### config.mk
export PLATFORM = sky130hd
export DESIGN_NAME = afel_supervisor
export DESIGN_NICKNAME = d
export VERILOG_FILES = /design/src/afel_log_ram.v /design/src/afel_supervisor.v
export VERILOG_INCLUDE_DIRS = /design/src /design/src/src
export SDC_FILE = /design/constraint.sdc
export NUM_CORES = 1
export LEC_CHECK = 0
export CAP_MARGIN = 40
export CORE_MARGIN = 2
export CORE_UTILIZATION = 60
export DETAILED_ROUTE_END_ITERATION = 10
export DONT_BUFFER_PORTS = 1
export PLACE_DENSITY = 0.73
export SLEW_MARGIN = 20
export SYNTH_ARGS = -nofsm -noshare
export SYNTH_HDL_FRONTEND = slang
export SYNTH_SLANG_ARGS = --single-unit
### constraint.sdc
create_clock -name mclk -period 9.6 [get_ports mclk]
set_input_delay 0.48 -clock mclk [delete_from_list [all_inputs] [get_ports mclk]]
set_output_delay 0.48 -clock mclk [all_outputs]
set_load 0.05 [all_outputs]
### src/afel_consts.vh
// Constants for the alarm, fault and error log supervisor.
// Assumes a 20 MHz mclk; included by bare name from src/.
`ifndef AFEL_CONSTS_VH
`define AFEL_CONSTS_VH

// Timing
`define AFEL_CLK_HZ        20000000
`define AFEL_MINUTE_S      60
`define AFEL_MINUTES_HOUR  6'h3b
`define AFEL_HOURS_DAY     5'h17
`define AFEL_DAY_LAST      8'hf7

// Log geometry
`define AFEL_LOG_DEPTH     4'ha
`define AFEL_LOG_LAST      4'h9

// Register byte offsets
`define AFEL_REG_CTRL      6'h00
`define AFEL_REG_LINEV     6'h04
`define AFEL_REG_AMODE     6'h08
`define AFEL_REG_STATUS    6'h0c
`define AFEL_REG_LOGSEL    6'h10
`define AFEL_REG_LOGDATA   6'h14
`define AFEL_REG_LOGCNT    6'h18
`define AFEL_REG_CLOCK     6'h1c

// CTRL bit positions
`define AFEL_CTRL_IDEN     0
`define AFEL_CTRL_TUNEEN   1
`define AFEL_CTRL_ETMRST   2
`define AFEL_CTRL_FRESET   3

// Reset values
`define AFEL_LINEV_RST     10'h1cc
`define AFEL_AMODE_RST     4'h0

// Thresholds
`define AFEL_LINE_SPLIT    10'h19f
`define AFEL_BUS_HI_TRIP   10'h2e5
`define AFEL_BUS_LO_TRIP   10'h29d
`define AFEL_LOOP_MIN_UA   16'h07d0
`define AFEL_AMODE_LOOP_LO 4'h8
`define AFEL_AMODE_LOOP_HI 4'hb

// Display codes for alarms; faults bring their own nonzero code
`define AFEL_CODE_BLANK    8'h00
`define AFEL_CODE_ALOSS    8'h01
`define AFEL_CODE_HIBUS    8'h02
`define AFEL_CODE_IDACT    8'h03
`define AFEL_CODE_IDEN     8'h04
`define AFEL_CODE_LOLINE   8'h05
`define AFEL_CODE_STACT    8'h06
`define AFEL_CODE_STEN     8'h07

`endif

### src/afel_log_ram.v
// Power-safe error log with day and time stamp clock.
// Assumes its contents sit in a backed-up domain cleared only by nvClear.
`timescale 1ns/1ps
`default_nettype none
`include "afel_consts.vh"

module afel_log_ram #(
  parameter MINUTE_CYCLES = `AFEL_MINUTE_S * `AFEL_CLK_HZ
) (
  input  wire        mclk,
  input  wire        nvClear,
  input  wire        etmReset,
  input  wire        wrEn,
  input  wire [7:0]  wrCode,
  input  wire [3:0]  rdSel,
  output wire [30:0] rdEntry,
  output reg  [3:0]  logCount,
  output wire [18:0] clockNow
);

  reg [7:0]  logMem [0:9];
  reg [7:0]  dayMem [0:9];
  reg [10:0] hmMem  [0:9];
  reg [3:0]  head;
  reg [30:0] minuteDiv;
  reg [7:0]  day;
  reg [4:0]  hour;
  reg [5:0]  minute;
  wire [3:0] phys;
  wire [3:0] seq;

  // Slot k back from the newest, wrapping over ten slots
  function [3:0] backIdx;
    input [3:0] hd;
    input [3:0] k;
    reg   [4:0] t;
    begin
      t = {1'b0, hd} + {1'b0, `AFEL_LOG_DEPTH} - 5'h01 - {1'b0, k};
      if (t >= {1'b0, `AFEL_LOG_DEPTH})
        t = t - {1'b0, `AFEL_LOG_DEPTH};
      backIdx = t[3:0];
    end
  endfunction

  ////////////////////////////////////////////////////////////////////////
  // Relative day and 24 hour clock, cleared by elapsed time reset
  always @(posedge mclk) begin
    if (nvClear || etmReset) begin
      minuteDiv <= 31'h0;
      day       <= 8'h00;
      hour      <= 5'h00;
      minute    <= 6'h00;
    end else if (minuteDiv == MINUTE_CYCLES - 1) begin
      minuteDiv <= 31'h0;
      if (minute == `AFEL_MINUTES_HOUR) begin
        minute <= 6'h00;
        if (hour == `AFEL_HOURS_DAY) begin
          hour <= 5'h00;
          day  <= (day == `AFEL_DAY_LAST) ? 8'h00 : day + 8'h01;
        end else begin
          hour <= hour + 5'h01;
        end
      end else begin
        minute <= minute + 6'h01;
      end
    end else begin
      minuteDiv <= minuteDiv + 31'h1;
    end
  end

  ////////////////////////////////////////////////////////////////////////
  // Circular store; oldest slot is overwritten once full
  always @(posedge mclk) begin
    if (nvClear) begin
      head     <= 4'h0;
      logCount <= 4'h0;
    end else if (wrEn) begin
      head <= (head == `AFEL_LOG_LAST) ? 4'h0 : head + 4'h1;
      if (logCount != `AFEL_LOG_DEPTH)
        logCount <= logCount + 4'h1;
    end
  end

  // Entry data with the stamp of the detection cycle
  always @(posedge mclk) begin
    if (wrEn) begin
      logMem[head] <= wrCode;
      dayMem[head] <= day;
      hmMem[head]  <= {hour, minute};
    end
  end

  // Newest first; its number is the highest one
  assign phys    = backIdx(head, rdSel);
  assign seq     = logCount - 4'h1 - rdSel;
  assign rdEntry = (rdSel < logCount) ?
                   {seq, logMem[phys], dayMem[phys], hmMem[phys]} : 31'h0;
  assign clockNow = {day, hour, minute};

endmodule
`default_nettype wire

### src/afel_supervisor.v
// Alarm and fault supervisor with error log for a motor drive.
// Assumes condition inputs synchronous to mclk; Wishbone classic slave.
//
// Overview of operation
// Alarm present flashes its code; drive keeps running.
// Alarm code disappears by itself once its cause is gone.
// Fault coasts the motor, drops the running indicator, flashes code.
// First fault stays displayed; later faults never replace it.
// Fault latch clears only on stop/reset key or fault reset input; the code also clears it on the CTRL fault reset bit.
// Every fault is logged; no display sign that the log holds entries.
// Log keeps ten newest faults; new fault pushes out the oldest.
// Log read-out presents newest fault first.
// Entries numbered sequentially; newest highest, never above nine.
// Each entry carries a day stamp wrapping at 248 days.
// Each entry carries 24 hour time, hours then two minute digits.
// Elapsed time meter reset clears day and time clock.
// Log and clock survive power loss.
// Analog loss alarm in modes 8 to 11 below 2 mA.
// High bus alarm above 741 V if line above 415, else 669 V.
// Low line alarm while AC line is low.
// Identification enabled alarm before start, active alarm after start.
// Stop/reset key aborts a running identification.
// Identification enable off cancels it and clears its alarm.
// Self-tuning enabled alarm before start, active alarm until done.
// Self-tuning enable off cancels it and clears its alarm.
// Stop/reset key cancels running self-tuning.
// Faults after the first are still logged.
// Fault logged with stamp in its detection cycle, before any reset.
`timescale 1ns/1ps
`default_nettype none
`include "afel_consts.vh"

module afel_supervisor #(
  parameter MINUTE_CYCLES = `AFEL_MINUTE_S * `AFEL_CLK_HZ
) (
  input  wire        mclk,
  input  wire        rst,
  input  wire        nvClear,
  // Wishbone classic slave
  input  wire        wb_cyc_i,
  input  wire        wb_stb_i,
  input  wire        wb_we_i,
  input  wire [5:0]  wb_adr_i,
  input  wire [3:0]  wb_sel_i,
  input  wire [31:0] wb_dat_i,
  output reg  [31:0] wb_dat_o,
  output reg         wb_ack_o,
  // Condition detectors
  input  wire [9:0]  dcBusVolts,
  input  wire [15:0] loopMicroAmps,
  input  wire        lineLow,
  input  wire        faultValid,
  input  wire [7:0]  faultCode,
  // Operator and control source
  input  wire        startCmd,
  input  wire        stopResetKey,
  input  wire        faultResetIn,
  input  wire        idDone,
  input  wire        tuneDone,
  // Drive and display
  output reg         runningIndicator,
  output reg         coastStop,
  output reg  [7:0]  displayCode,
  output reg         displayFlash,
  output wire        idRunning,
  output wire        tuneRunning
);

  localparam [2:0] P_IDLE    = 3'h1;
  localparam [2:0] P_ENABLED = 3'h2;
  localparam [2:0] P_ACTIVE  = 3'h4;

  reg  [1:0]  procEn;
  reg  [9:0]  lineNominal;
  reg  [3:0]  analogMode;
  reg  [3:0]  logSel;
  reg         etmPulse;
  reg         faultLatched;
  reg  [7:0]  firstFault;
  reg         driveStarted;
  reg  [7:0]  next_display;
  wire [1:0]  procDone;
  wire [1:0]  procClear;
  wire [1:0]  procEnabled;
  wire [1:0]  procActive;
  wire        wbReq;
  wire        wbWr;
  wire        resetReq;
  wire        alarmAnalog;
  wire        alarmHiBus;
  wire [30:0] logEntry;
  wire [3:0]  logCount;
  wire [18:0] clockNow;

  // Trip threshold chosen by the nominal line setting
  function [9:0] busTrip;
    input [9:0] nominal;
    begin
      if (nominal > `AFEL_LINE_SPLIT)
        busTrip = `AFEL_BUS_HI_TRIP;
      else
        busTrip = `AFEL_BUS_LO_TRIP;
    end
  endfunction

  ////////////////////////////////////////////////////////////////////////
  // Bus decode: one request per cycle, ack in the next
  assign wbReq = wb_cyc_i && wb_stb_i && !wb_ack_o;
  assign wbWr  = wbReq && wb_we_i && wb_sel_i[0];

  // Ack rises one cycle after the request and drops after one cycle
  always @(posedge mclk) begin
    if (rst)
      wb_ack_o <= 1'b0;
    else
      wb_ack_o <= wbReq;
  end

  // Read data latched with the ack; unmapped offsets read zero
  always @(posedge mclk) begin
    if (rst) begin
      wb_dat_o <= 32'h0;
    end else if (wbReq) begin
      if (wb_adr_i == `AFEL_REG_CTRL)
        wb_dat_o <= {30'h0, procEn};
      else if (wb_adr_i == `AFEL_REG_LINEV)
        wb_dat_o <= {22'h0, lineNominal};
      else if (wb_adr_i == `AFEL_REG_AMODE)
        wb_dat_o <= {28'h0, analogMode};
      else if (wb_adr_i == `AFEL_REG_STATUS)
        wb_dat_o <= {8'h0, displayCode, procActive, procEnabled,
                     lineLow, alarmHiBus, alarmAnalog, driveStarted,
                     firstFault};
      else if (wb_adr_i == `AFEL_REG_LOGSEL)
        wb_dat_o <= {28'h0, logSel};
      else if (wb_adr_i == `AFEL_REG_LOGDATA)
        wb_dat_o <= {1'b0, logEntry};
      else if (wb_adr_i == `AFEL_REG_LOGCNT)
        wb_dat_o <= {28'h0, logCount};
      else if (wb_adr_i == `AFEL_REG_CLOCK)
        wb_dat_o <= {13'h0, clockNow};
      else
        wb_dat_o <= 32'h0;
    end
  end

  ////////////////////////////////////////////////////////////////////////
  // Settings written by software
  always @(posedge mclk) begin
    if (rst) begin
      lineNominal <= `AFEL_LINEV_RST;
      analogMode  <= `AFEL_AMODE_RST;
      logSel      <= 4'h0;
    end else if (wbWr) begin
      if (wb_adr_i == `AFEL_REG_LINEV) begin
        lineNominal[7:0] <= wb_dat_i[7:0];
        if (wb_sel_i[1])
          lineNominal[9:8] <= wb_dat_i[9:8];
      end else if (wb_adr_i == `AFEL_REG_AMODE) begin
        analogMode <= wb_dat_i[3:0];
      end else if (wb_adr_i == `AFEL_REG_LOGSEL) begin
        logSel <= (wb_dat_i[3:0] > `AFEL_LOG_LAST) ?
                  `AFEL_LOG_LAST : wb_dat_i[3:0];
      end
    end
  end

  // Procedure enables; cleared when a procedure ends or is aborted
  always @(posedge mclk) begin
    if (rst) begin
      procEn <= 2'h0;
    end else begin
      if (wbWr && wb_adr_i == `AFEL_REG_CTRL)
        procEn <= {wb_dat_i[`AFEL_CTRL_TUNEEN], wb_dat_i[`AFEL_CTRL_IDEN]};
      else
        procEn <= procEn & ~procClear;
    end
  end

  // Elapsed time meter reset is a one-cycle strobe
  always @(posedge mclk) begin
    if (rst)
      etmPulse <= 1'b0;
    else
      etmPulse <= wbWr && (wb_adr_i == `AFEL_REG_CTRL) &&
                  wb_dat_i[`AFEL_CTRL_ETMRST];
  end

  ////////////////////////////////////////////////////////////////////////
  // Alarm detection, combinational so alarms follow their cause
  assign alarmAnalog = (analogMode >= `AFEL_AMODE_LOOP_LO) &&
                       (analogMode <= `AFEL_AMODE_LOOP_HI) &&
                       (loopMicroAmps < `AFEL_LOOP_MIN_UA);
  assign alarmHiBus  = dcBusVolts > busTrip(lineNominal);

  ////////////////////////////////////////////////////////////////////////
  // Fault latch: first fault held, reset from key, input or software
  assign resetReq = stopResetKey || faultResetIn ||
                    (wbWr && (wb_adr_i == `AFEL_REG_CTRL) &&
                     wb_dat_i[`AFEL_CTRL_FRESET]);

  // A fault arriving with the reset wins over the clear
  always @(posedge mclk) begin
    if (rst) begin
      faultLatched <= 1'b0;
      firstFault   <= `AFEL_CODE_BLANK;
    end else if (faultValid && !faultLatched) begin
      faultLatched <= 1'b1;
      firstFault   <= faultCode;
    end else if (faultValid) begin
      faultLatched <= 1'b1;
    end else if (resetReq) begin
      faultLatched <= 1'b0;
      firstFault   <= `AFEL_CODE_BLANK;
    end
  end

  // Run state: faults coast the motor, alarms leave it running
  always @(posedge mclk) begin
    if (rst) begin
      driveStarted     <= 1'b0;
      runningIndicator <= 1'b0;
      coastStop        <= 1'b0;
    end else begin
      coastStop <= faultLatched || faultValid;
      if (faultValid || faultLatched || stopResetKey) begin
        driveStarted     <= 1'b0;
        runningIndicator <= 1'b0;
      end else if (startCmd) begin
        driveStarted     <= 1'b1;
        runningIndicator <= 1'b1;
      end
    end
  end

  ////////////////////////////////////////////////////////////////////////
  // Identification (0) and self-tuning (1) sequencers
  assign procDone = {tuneDone, idDone};

  genvar gi;
  generate
    for (gi = 0; gi < 2; gi = gi + 1) begin : gProc
      reg [2:0] pState;
      reg       next_clear;

      // Enabled waits for start, active runs until done or abort
      always @(posedge mclk) begin
        if (rst) begin
          pState <= P_IDLE;
        end else begin
          case (pState)
            P_IDLE: begin
              if (procEn[gi])
                pState <= P_ENABLED;
            end
            P_ENABLED: begin
              if (!procEn[gi])
                pState <= P_IDLE;
              else if (driveStarted)
                pState <= P_ACTIVE;
            end
            P_ACTIVE: begin
              if (!procEn[gi] || stopResetKey || procDone[gi] ||
                  faultLatched)
                pState <= P_IDLE;
            end
            default: begin
              pState <= P_IDLE;
            end
          endcase
        end
      end

      // Ending or aborting a run drops its enable
      always @* begin
        next_clear = (pState == P_ACTIVE) &&
                     (stopResetKey || procDone[gi] || faultLatched);
      end

      assign procClear[gi]   = next_clear;
      assign procEnabled[gi] = (pState == P_ENABLED);
      assign procActive[gi]  = (pState == P_ACTIVE);
    end
  endgenerate

  assign idRunning   = procActive[0];
  assign tuneRunning = procActive[1];

  ////////////////////////////////////////////////////////////////////////
  // Display select: latched fault first, then alarms by fixed order
  always @* begin
    if (faultLatched)
      next_display = firstFault;
    else if (alarmHiBus)
      next_display = `AFEL_CODE_HIBUS;
    else if (alarmAnalog)
      next_display = `AFEL_CODE_ALOSS;
    else if (lineLow)
      next_display = `AFEL_CODE_LOLINE;
    else if (procActive[0])
      next_display = `AFEL_CODE_IDACT;
    else if (procEnabled[0])
      next_display = `AFEL_CODE_IDEN;
    else if (procActive[1])
      next_display = `AFEL_CODE_STACT;
    else if (procEnabled[1])
      next_display = `AFEL_CODE_STEN;
    else
      next_display = `AFEL_CODE_BLANK;
  end

  // Display registers; any shown code flashes
  always @(posedge mclk) begin
    if (rst) begin
      displayCode  <= `AFEL_CODE_BLANK;
      displayFlash <= 1'b0;
    end else begin
      displayCode  <= next_display;
      displayFlash <= (next_display != `AFEL_CODE_BLANK);
    end
  end

  ////////////////////////////////////////////////////////////////////////
  // Error log: every fault, first or later, is stored
  afel_log_ram #(
    .MINUTE_CYCLES (MINUTE_CYCLES)
  ) uLog (
    .mclk     (mclk),
    .nvClear  (nvClear),
    .etmReset (etmPulse),
    .wrEn     (faultValid),
    .wrCode   (faultCode),
    .rdSel    (logSel),
    .rdEntry  (logEntry),
    .logCount (logCount),
    .clockNow (clockNow)
  );

endmodule
`default_nettype wire

After elaboration in Yosys (flattened, before gate mapping)
Memories as Yosys holds them, arrays and structs flattened.
Index checks and enable logic that the tools add are counted.
{"block": "op_classes", "add_sub_neg": 12, "mul": 0, "div": 0, "n_lt_le_gt_ge": 8, "n_eq_ne": 26, "shifts": 0, "muxes": 42, "n_bitwise": 4, "n_reduce_logical": 47}
{"operator": "31-bit two-way mux", "count": 7}
{"operator": "3-bit two-way mux", "count": 14}
{"operator": "8-bit two-way mux", "count": 5}
{"operator": "19-bit two-way mux", "count": 2}
{"operator": "31-bit by 1-bit adder with 31-bit output (second input constant)", "count": 1}
{"operator": "31-bit == test (second input constant)", "count": 1}
{"operator": "6-bit by 5-bit == test with 1-bit output (second input constant)", "count": 4}
{"operator": "3-bit case mux with 3 select lines", "count": 2}
{"operator": "16-bit by 11-bit < comparator with 1-bit output (second input constant)", "count": 1}
{"operator": "1-bit logical OR", "count": 15}
{"operator": "3-bit AND reduction", "count": 5}
{"operator": "6-bit by 4-bit == test with 1-bit output (second input constant)", "count": 2}
{"operator": "1-bit logical AND", "count": 12}
{"operator": "4-bit two-way mux", "count": 3}
{"operator": "10-bit > comparator", "count": 1}
{"operator": "10-bit by 9-bit > comparator with 1-bit output (second input constant)", "count": 1}
{"operator": "4-bit by 1-bit adder with 4-bit output (second input constant)", "count": 2}
{"operator": "8-bit by 1-bit adder with 8-bit output (second input constant)", "count": 1}
{"operator": "8-bit == test (second input constant)", "count": 1}
{"operator": "2-bit AND reduction", "count": 4}
{"operator": "8-bit nonzero test", "count": 1}
{"operator": "7-bit two-way mux", "count": 1}
{"operator": "6-bit by 1-bit adder with 6-bit output (second input constant)", "count": 1}
{"operator": "3-bit by 1-bit == test with 1-bit output (second input constant)", "count": 2}
{"operator": "other kinds (35)", "count": 50}
{"block": "totals", "regBits": 138, "latchBits": 0, "ram_bits": 270, "mem_bits_ro": 0, "inputBits": 89, "output_inout_bits": 46, "elab_cells": 164, "memories": 3}
{"memory": "uLog.hmMem", "depth": 10, "width": 11, "rd": 1, "rd_clocked_by_memory_dff": 0, "write_ports": 1, "line": "afel_log_ram.v:23", "rtl": "reg [10:0] hmMem [0:9];"}
{"memory": "uLog.dayMem", "depth": 10, "width": 8, "rd": 1, "rd_clocked_by_memory_dff": 0, "write_ports": 1, "line": "afel_log_ram.v:22", "rtl": "reg [7:0] dayMem [0:9];"}
{"memory": "uLog.logMem", "depth": 10, "width": 8, "rd": 1, "rd_clocked_by_memory_dff": 0, "write_ports": 1, "line": "afel_log_ram.v:21", "rtl": "reg [7:0] logMem [0:9];"}

Logic depth before layout (Yosys ltp)
Gate-level depths: netlist of run 1.
An unclocked memory read counts as a cell.
{"block": "logic_depth", "word_depth": 13, "depth_mapped": 18, "mapped_depth_nobuf": 14}

Modules after synthesis
From an unflattened synthesis of run 1, not the netlist that was laid out.
{"block": "hier_totals", "hier_cells": 1557, "hier_area_um2": 18365.1}
{"mod": "afel_log_ram", "n_inst": 1, "cells_each": 1126, "area_each_um2": 14597.8}
{"mod": "afel_supervisor", "n_inst": 1, "cells_each": 431, "area_each_um2": 3767.4}

Worst setup path before layout of run 1
OpenSTA, ideal clock, no wires.
{"block": "synth_path", "kind": "reg2reg", "start": "register uLog.head[1]", "end": "register wb_dat_o[18]", "setup_ns": 0.122, "arrival_time_ns": 4.093, "t_required_ns": 9.478, "slack_ns": 5.385, "stages_incl_launch_ff": 18, "n_path_buf": 4, "period_less_slack_ns": 4.215, "path_cell_list": "dfxtp_1 -> clkbuf_1 -> inv_1 -> ha_1 -> inv_1 -> ha_1 -> fa_1 -> clkbuf_1 -> inv_1 -> ha_1 -> inv_1 -> a211oi_1 -> or3_1 -> clkbuf_1 -> nor2_2 -> buf_2 -> mux4_2 -> a221o_1"}
{"block": "synth_via", "elab_chain_cells": 13}
{"element": "start, declared", "line": "afel_log_ram.v:24", "rtl": "reg [3:0] head;"}
{"element": "start signal, assigned", "line": "afel_log_ram.v:78", "rtl": "head <= (head == `AFEL_LOG_LAST) ? 4'h0 : head + 4'h1;"}
{"element": "4-bit by 4-bit adder with 5-bit output (*)", "line": "afel_log_ram.v:38", "rtl": "t = {1'b0, hd} + {1'b0, `AFEL_LOG_DEPTH} - 5'h01 - {1'b0, k};"}
{"element": "5-bit by 1-bit subtractor with 5-bit output (*)", "line": "afel_log_ram.v:38"}
{"element": "5-bit by 4-bit subtractor with 5-bit output (*)", "line": "afel_log_ram.v:38"}
{"element": "4-bit subtractor / 5-bit by 4-bit >= comparator with 1-bit output (equally long branches)", "line": "afel_log_ram.v:40, afel_log_ram.v:39"}
{"element": "4-bit two-way mux (*)", "line": "afel_log_ram.v:39", "rtl": "if (t >= {1'b0, `AFEL_LOG_DEPTH})"}
{"element": "memory read 10 x 8 bit (*)"}
{"element": "31-bit two-way mux (*)", "line": "afel_log_ram.v:96", "rtl": "assign rdEntry = (rdSel < logCount) ?"}
{"element": "31-bit two-way mux (*)", "line": "afel_supervisor.v:136", "rtl": "else if (wb_adr_i == `AFEL_REG_LOGDATA)"}
{"element": "31-bit two-way mux (*)", "line": "afel_supervisor.v:134", "rtl": "else if (wb_adr_i == `AFEL_REG_LOGSEL)"}
{"element": "31-bit two-way mux (*)", "line": "afel_supervisor.v:130", "rtl": "else if (wb_adr_i == `AFEL_REG_STATUS)"}
{"element": "31-bit two-way mux (*)", "line": "afel_supervisor.v:128", "rtl": "else if (wb_adr_i == `AFEL_REG_AMODE)"}
{"element": "31-bit two-way mux (*)", "line": "afel_supervisor.v:126", "rtl": "else if (wb_adr_i == `AFEL_REG_LINEV)"}
{"element": "31-bit two-way mux (*)", "line": "afel_supervisor.v:124", "rtl": "if (wb_adr_i == `AFEL_REG_CTRL)"}
{"element": "end signal, assigned", "line": "afel_supervisor.v:125", "rtl": "wb_dat_o <= {30'h0, procEn};"}
{"element": "end signal, assigned", "line": "afel_supervisor.v:127", "rtl": "wb_dat_o <= {22'h0, lineNominal};"}
{"element": "end signal, assigned", "line": "afel_supervisor.v:129", "rtl": "wb_dat_o <= {28'h0, analogMode};"}
{"element": "end, declared", "line": "afel_supervisor.v:46", "rtl": "output reg [31:0] wb_dat_o,"}
Mark *: on every way between the ends. The rest lies on a longest branch, timed or not.
A chain may end at the register's enable or synchronous reset.

Worst setup path after layout of run 1
{"block": "layout_path", "start": "register uLog.head[1]", "end": "register wb_dat_o[6]"}
{"block": "layout_via", "elab_chain_cells": 13}
{"element": "4-bit by 4-bit adder with 5-bit output (*)", "line": "afel_log_ram.v:38"}
{"element": "5-bit by 1-bit subtractor with 5-bit output (*)", "line": "afel_log_ram.v:38"}
{"element": "5-bit by 4-bit subtractor with 5-bit output (*)", "line": "afel_log_ram.v:38"}
{"element": "4-bit subtractor / 5-bit by 4-bit >= comparator with 1-bit output (equally long branches)", "line": "afel_log_ram.v:40, afel_log_ram.v:39"}
{"element": "4-bit two-way mux (*)", "line": "afel_log_ram.v:39"}
{"element": "memory read 10 x 11 bit (*)"}
{"element": "31-bit two-way mux (*)", "line": "afel_log_ram.v:96"}
{"element": "31-bit two-way mux (*)", "line": "afel_supervisor.v:136"}
{"element": "31-bit two-way mux (*)", "line": "afel_supervisor.v:134"}
{"element": "31-bit two-way mux (*)", "line": "afel_supervisor.v:130"}
{"element": "31-bit two-way mux (*)", "line": "afel_supervisor.v:128"}
{"element": "31-bit two-way mux (*)", "line": "afel_supervisor.v:126"}
{"element": "31-bit two-way mux (*)", "line": "afel_supervisor.v:124"}
Marks and branches as above.

==> out/summary.txt, run 1 <==
Outcome - finished clean
Post-synth EDFFs - 270
Yosys top cell area share - 46.9%
DP HPWL - 27.5 mm
Critical path buffer and inverter count - 5
Max clock buf depth - 3
Power Density - 198 nW/um^2
Final TNS setup - 0 ps
Relative slew slack - 38.8%
Initial Util - 60.5%
Ys Warns - 0
Post-Syn Instances - 1337
Largest net degree at the start of global routing - 59
Routed WL - 42.4 mm
Syn nets - 1453
Hold_ws - 14.8 ps
Initial antenna violation count - 0
Psw - 850 uW
Die Y - 174 um
Post-CTS Hold Buffers - 0
Critical-path cell list - inv_1 -> ha_1 -> inv_1 -> ha_1 -> fa_1 -> inv_1 -> ha_1 -> inv_1 -> a211oi_1 -> or3_1 -> nor2_4 -> buf_4 -> mux4_2 -> a2111oi_0 -> a211oi_1
Net count, final - 1471
Post-CTS Repair Setup Buffers - 0
GRT overflow - 0
Count leader, synth - edfxtp_1
Crit path kind - register to register
Count of boundary I/O pins - 135
Top Family by Delay on Critical Path - adder cells
Commonest cells in the netlist - 270 x edfxtp_1, 137 x dfxtp_1, 132 x nor2_1, 79 x nand2_1, 66 x a21oi_1
Leak Pwr - 6.69 nW
Inst Count DP - 1695
Core Region - 28500 um^2
CP max stage cell - fa_1
CP startpoint kind - register
Diodes inserted - 0
Sequential fraction of design power - 49.9%
Comb power frac - 7.6%
Clk slew on worst S/H paths - 60 ps
Vias in the first global route - 11265
H-tree depth - 2
Clk_skew - 11.7 ps
Drt drc - 0
Die Footprint - 30200 um^2
CP max stage delay - 660 ps
Internal power - 2.96 mW
1st-pass router iterations - 5
Final setup fails - 0
Clock buffer count from CTS - 41
MaxCap Viol Count - 0
Top cells by area, synth - edfxtp_1 47%, dfxtp_1 16%, mux4_2 5.0%
Path type of the worst min-delay path - input port to register
Register area share after synthesis - 62.8%
Worst setup EP type - register
Synth area leader - edfxtp_1
Syn avg cell area - 12.9 um^2
Peak VDD IR - 143 uV
Layout cells sized above 1 - 12.8%
Ys flop type - edfxtp_1
First-pass GRT wire length - 65.8 mm
CP most frequent cell - inv_1
Number of DRC markers in iteration 0 - 1218
Synth-to-Final Area Change - 11.6%
Post-route setup slack - 4470 ps
CTS sink cnt - 407
Sw frac - 22.3%
Post-route ant nets - 0
FILL cells - 2062
DR WL/cell - 23.9 um
Final worst-path cycle share - 53.4%
Port bufs - 0
Crit path DAT - 5520 ps
Pre-CTS WS - 4660 ps
WP data required - 9990 ps
Netlist Area Pre-Place - 17300 um^2
Die width - 174 um
RSZ-0062 raised after global routing - false
F_max - 195 MHz
Fin. max-slew vios - 0
Crit-path max FO - 26
Distinct cells, synth - 72
DR vias - 11409
Worst-Margin Slew - 911 ps
Clk network pwr share - 42.6%
GRT Overall Usage - 28.4%
Async SR Flop Fraction - 0%
PostCTS Resize Cnt - 0
Gpl congestion - 0.914
Time the worst path needs with I/O delays and setup - 5130 ps
Worst-skew pair later-pin latency - 530 ps
Mean number of vias per cell - 6.44
Final std cells w/o fill - 1772
Num rows - 62
Seq cells post-synth - 407
Endpoints failing hold - 0
TritonCTS clock tree - yes
Root Buffer - clkbuf_16
==> metrics by stage <==
| step | util (%) | area, um^2 | total power, mW |
|---|---|---|---|
| global placement | 62.2 | 17800 | 2.21 |
| CTS | 67.5 | 19300 | 3.82 |
| global route | 67.5 | 19300 | 3.90 |
| finish | 67.5 | 19300 | 3.81 |
| detailed placement | 62.7 | 17900 | 2.22 |
| floorplan | - | 17300 | 2.14 |
==> cells in the final DEF (no fill, tap or decap), types with 8 or more instances in the layout <==
| cell | Yosys | layout |
|---|---|---|
| and3_1 | 14 | 14 |
| nand2_1 | 79 | 79 |
| xnor2_1 | 25 | 24 |
| clkbuf_8 | 0 | 8 |
| nor4_1 | 11 | 8 |
| nand2b_1 | 17 | 17 |
| inv_1 | 36 | 36 |
| edfxtp_1 | 270 | 270 |
| nand3_1 | 39 | 39 |
| nor2b_1 | 12 | 12 |
| mux4_2 | 38 | 38 |
| a31oi_1 | 10 | 10 |
| clkbuf_1 | 37 | 10 |
| or3_1 | 8 | 8 |
| buf_4 | 4 | 22 |
| a211oi_1 | 12 | 12 |
| clkbuf_16 | 0 | 43 |
| and2_1 | 12 | 12 |
| dfxtp_1 | 137 | 137 |
| a21oi_1 | 66 | 66 |
| o21ai_0 | 47 | 47 |
| nor3_1 | 27 | 22 |
| nor2_1 | 132 | 129 |
| nand4_1 | 21 | 21 |
| xor2_1 | 27 | 27 |
| o211ai_1 | 8 | 8 |
| a222oi_1 | 9 | 9 |
| mux2i_1 | 53 | 53 |
| mux2_2 | 20 | 20 |
| ha_1 | 25 | 24 |
| a221o_1 | 11 | 11 |
| a22oi_1 | 22 | 22 |
==> per-layer routing <==
layer	up-vias	wire length, um	part of all wire (%)	global-route usage (%)
met5	-	0	0	0
met4	0	1380	3.3	9.38
met3	107	3760	8.9	6.01
met2	528	20000	47	45.7
met1	5647	17200	41	39.0
li1	5127	-	-	-
==> worst paths after layout <==
check	startpoint	endpoint	slack, ps	cells after the start
max	uLog.head[1]	wb_dat_o[6]	4470	15
min	nvClear	uLog.head[0]	10	1
max reg2reg	uLog.head[1]	wb_dat_o[6]	4470	15
min reg2reg	uLog.minuteDiv[0]	uLog.minuteDiv[0]	460	1
==> power groups by stage <==
stage | Sequential (mW) | Combinational, mW | Clock [mW]
3_5_place_dp | 1.94 | 0.285 | 0
3_3_place_gp | 1.93 | 0.276 | 0
4_1_cts | 1.90 | 0.287 | 1.63
2_1_floorplan | 1.93 | 0.214 | 0
6_report | 1.90 | 0.289 | 1.62
5_1_grt | 1.90 | 0.308 | 1.70
==> final cells by class <==
cell class	instances	area, um^2	share of cell area (%)
clock inverter	15	154	0.799
timing repair buffer	29	282	1.46
multi-input combinational	837	6130	31.8
tap	384	480	2.49
clock buffer	61	1220	6.35
inverter	39	146	0.760
sequential	407	10900	56.3
==> state kept, by name, summed over array words and instances, names as in the netlist, 2 cells and up <==
register,count
analogMode,4
displayCode,8
firstFault,8
gProc.pState,6
lineNominal,10
logSel,4
procEn,2
uLog.day,8
uLog.dayMem,80
uLog.head,4
uLog.hmMem,110
uLog.hour,5
uLog.logCount,4
uLog.logMem,80
uLog.minute,6
uLog.minuteDiv,31
wb_dat_o,31
==> cells by family (layout without fill, tap and decap cells) <==
group / count (synthesis) / after routing / share of synthesized area, %
AOI/OAI and AO/OA: 245 / 245 / 9.46
xor gates and xnor gates: 52 / 52 / 2.64
adders and majority gates: 27 / 27 / 2.04
buffers and inverters: 93 / 144 / 2.15
DFF: 407 / 407 / 62.8
muxes: 112 / 112 / 9.40
other: 1 / 1 / 0.0217
and+or+nand+nor: 400 / 400 / 11.5
(Power assumes the default switching activity.)
==> inputs of run 2 (changes only) <==
--- a/config.mk
+++ b/config.mk
@@ -6,12 +6,13 @@
 export SDC_FILE = /design/constraint.sdc
 export NUM_CORES = 1
 export LEC_CHECK = 0
+export ABC_AREA = 1
 export CAP_MARGIN = 40
 export CORE_MARGIN = 2
-export CORE_UTILIZATION = 60
+export CORE_UTILIZATION = 57
 export DETAILED_ROUTE_END_ITERATION = 10
 export DONT_BUFFER_PORTS = 1
-export PLACE_DENSITY = 0.73
+export PLACE_DENSITY = 0.72
 export SLEW_MARGIN = 20
 export SYNTH_ARGS = -nofsm -noshare
 export SYNTH_HDL_FRONTEND = slang
==> constraint.sdc (replaced) <==
create_clock -name mclk -period 4.55 [get_ports mclk]
set_input_delay 0.2275 -clock mclk [delete_from_list [all_inputs] [get_ports mclk]]
set_output_delay 0.2275 -clock mclk [all_outputs]
set_load 0.05 [all_outputs]
==> out/summary.txt, run 2 <==
Path type of the worst min-delay path - input port to register
DP HPWL - 28.6 mm
Fin area - 20500 um^2
Final TNS setup - 0 ps
Placed instance area - 18700 um^2
GRT overflow - 0
Layout cells sized above 1 - 10.9%
Count leader, synth - nand2_1
Hold-critical path endpoint - faultLatched
Core Region - 31300 um^2
Mean number of vias per cell - 5.94
Post-CTS Hold Buffers - 38
Top cells by area, synth - edfxtp_1 45%, dfxtp_1 15%, nand2_1 7.2%
Top reg by flops - uLog.hmMem
Post-layout util - 65.5%
Gpl congestion - 0.898
Relative slew slack - 22.6%
Final total power - 8.29 mW
Clk slew on worst S/H paths - 60 ps
Min-Delay Startpoint - faultResetIn
Final setup fails - 0
Number of DRC markers in iteration 0 - 1232
Root Buffer - clkbuf_16
Net count, final - 1915
PostCTS Resize Cnt - 0
Fin. max-slew vios - 0
Reg-to-reg critical path startpoint - uLog.head[1]
Routed WL - 44.6 mm
Ys flop type - edfxtp_1
Seq cells post-synth - 407
FILL cells - 2337
Leak Pwr - 7.80 nW
Max clock buf depth - 3
Worst-Margin Slew - 1160 ps
Clock buffer count from CTS - 41
Commonest cells after routing, fill and taps aside - 348 x nand2_1, 270 x edfxtp_1, 182 x inv_1, 137 x dfxtp_1, 120 x nand3_1
H-tree depth - 2
Count of boundary I/O pins - 135
Largest net degree at the start of global routing - 180
Synth-to-Final Area Change - 13.7%
Post-Syn Instances - 1744
First-pass GRT wire length - 69.6 mm
Post-CTS Repair Setup Buffers - 0
1st-pass router iterations - 5
Outcome - finished clean
GRT Overall Usage - 27.0%
DR WL/cell - 20.0 um
Syn nets - 1860
FF-to-FF path depth - 19
Synth area leader - edfxtp_1
Ys Warns - 0
Hold path depth - 2
Worst-skew pair later-pin latency - 550 ps
Syn avg cell area - 10.3 um^2
Crit-path max FO - 12
WP data required - 4980 ps
Diodes inserted - 0
MaxCap Viol Count - 0
Yosys top cell area share - 45.0%
Commonest cells in the netlist - 348 x nand2_1, 270 x edfxtp_1, 182 x inv_1, 137 x dfxtp_1, 120 x nand3_1
R2R Path End - wb_dat_o[17]
R2R setup slack - 510 ps
Post-synth EDFFs - 270
Register area share after synthesis - 60.2%
RSZ-0062 raised after global routing - false
Clk_skew - 30.0 ps
F_max - 247 MHz
Async SR Flop Fraction - 0%
Commonest non-fill, non-tap cell in the layout - nand2_1
Vias in the first global route - 12819
Largest register FFs - 110
Distinct cells, synth - 58
Worst setup EP type - register
Initial antenna violation count - 2
Post-route ant nets - 0
Die Footprint - 33100 um^2
Initial Util - 57.6%
Num rows - 65
CTS sink cnt - 407
Peak VDD IR - 384 uV
Endpoints failing hold - 0
Crit path DAT - 4470 ps
Netlist Area Pre-Place - 18000 um^2
Crit path kind - register to register
Time the worst path needs with I/O delays and setup - 4040 ps
Die width - 182 um
Final worst-path cycle share - 88.8%
Hold_ws - 15.3 ps
Port bufs - 0
DR vias - 13275
Biggest regs - uLog.hmMem: 110 flops, uLog.dayMem: 80 flops, uLog.logMem: 80 flops
CP startpoint kind - register
Power Density - 404 nW/um^2
Die Y - 182 um
Drt drc - 0
TritonCTS clock tree - yes
## run 2: cell types whose count changed after synthesis, moves of 29 or more
cell,delta
inv_1,+146
nand2_1,+269
o211ai_1,+52
mux2_2,+29
nor2_1,-39
nand3_1,+81
mux4_2,-38
nor3_1,+30
## run 2: logic make-up (layout without fill, tap and decap cells)
group                    after synthesis  count (layout)  synth area share, %
AND/OR/NAND/NOR                      695             695                 17.4
flip-flops                           407             407                 60.2
AO/OA/AOI/OAI                        262             262                 8.88
buffers and inverters                252             339                 5.77
multiplexers                          91              91                 5.39
adder cells (fa/ha/maj)               27              27                 1.96
XOR/XNOR                               9               9                0.437
other                                  1               1               0.0208
## run 2: worst max-delay path, stage by stage, from the launching register on
cell,delay (ps)
dfxtp_1,380
inv_1,110
ha_1,290
inv_1,40
ha_1,210
fa_1,500
inv_1,120
ha_1,190
nand2_1,80
nand2_2,100
nand3_4,150
o21ai_2,710
buf_4,310
o211ai_1,120
a21oi_1,190
o21ai_1,80
nand2_1,150
nand2_1,80
nand2_1,60
a21oi_1,50
## run 2: routing by layer
| metal | GRT usage, % | routed length, um | share of wire [%] | vias up |
|---|---|---|---|---|
| met1 | 36.3 | 18600 | 42 | 6344 |
| met2 | 43.9 | 20700 | 46 | 572 |
| met4 | 11.1 | 1740 | 3.9 | 4 |
| met3 | 4.43 | 3570 | 8.0 | 125 |
| li1 | - | - | - | 6230 |
| met5 | 0 | 19 | 0.043 | - |
## run 2: worst max path at each step
stage / slack [ps] / startpoint / to / cells past startpoint
after CTS: 580 / uLog.head[1] / wb_dat_o[15] / 21
after detailed placement: 580 / uLog.head[1] / wb_dat_o[15] / 21
after floorplan: 1470 / uLog.head[1] / wb_dat_o[10] / 19
final: 510 / uLog.head[1] / wb_dat_o[17] / 19
after global placement: 650 / uLog.head[1] / wb_dat_o[17] / 19
after global routing: 300 / uLog.head[1] / wb_dat_o[15] / 21
## run 2: layout make-up
type / count / area, um^2 / share of cell area (%)
repair buffers: 74 / 835 / 4.07
multi-input cells: 1085 / 6220 / 30.4
inverters: 190 / 716 / 3.49
clock buffers: 60 / 1190 / 5.80
flip-flops and latches: 407 / 10900 / 52.9
clock inverters: 15 / 185 / 0.903
well taps: 402 / 503 / 2.45
## run 2: through the flow
stage,instances,setup WS (ps)
5_1_grt,2233,301
6_report,2233,509
3_3_place_gp,2108,653
2_1_floorplan,1744,1470
3_5_place_dp,2120,575
4_1_cts,2233,578
## run 2: power by group
part / leakage, nW / switching (mW) / internal, mW / total [mW]
clock: 0.664 / 1.41 / 2.00 / 3.40
combinational: 3.32 / 0.584 / 0.285 / 0.869
sequential: 3.81 / 0.0475 / 3.97 / 4.01
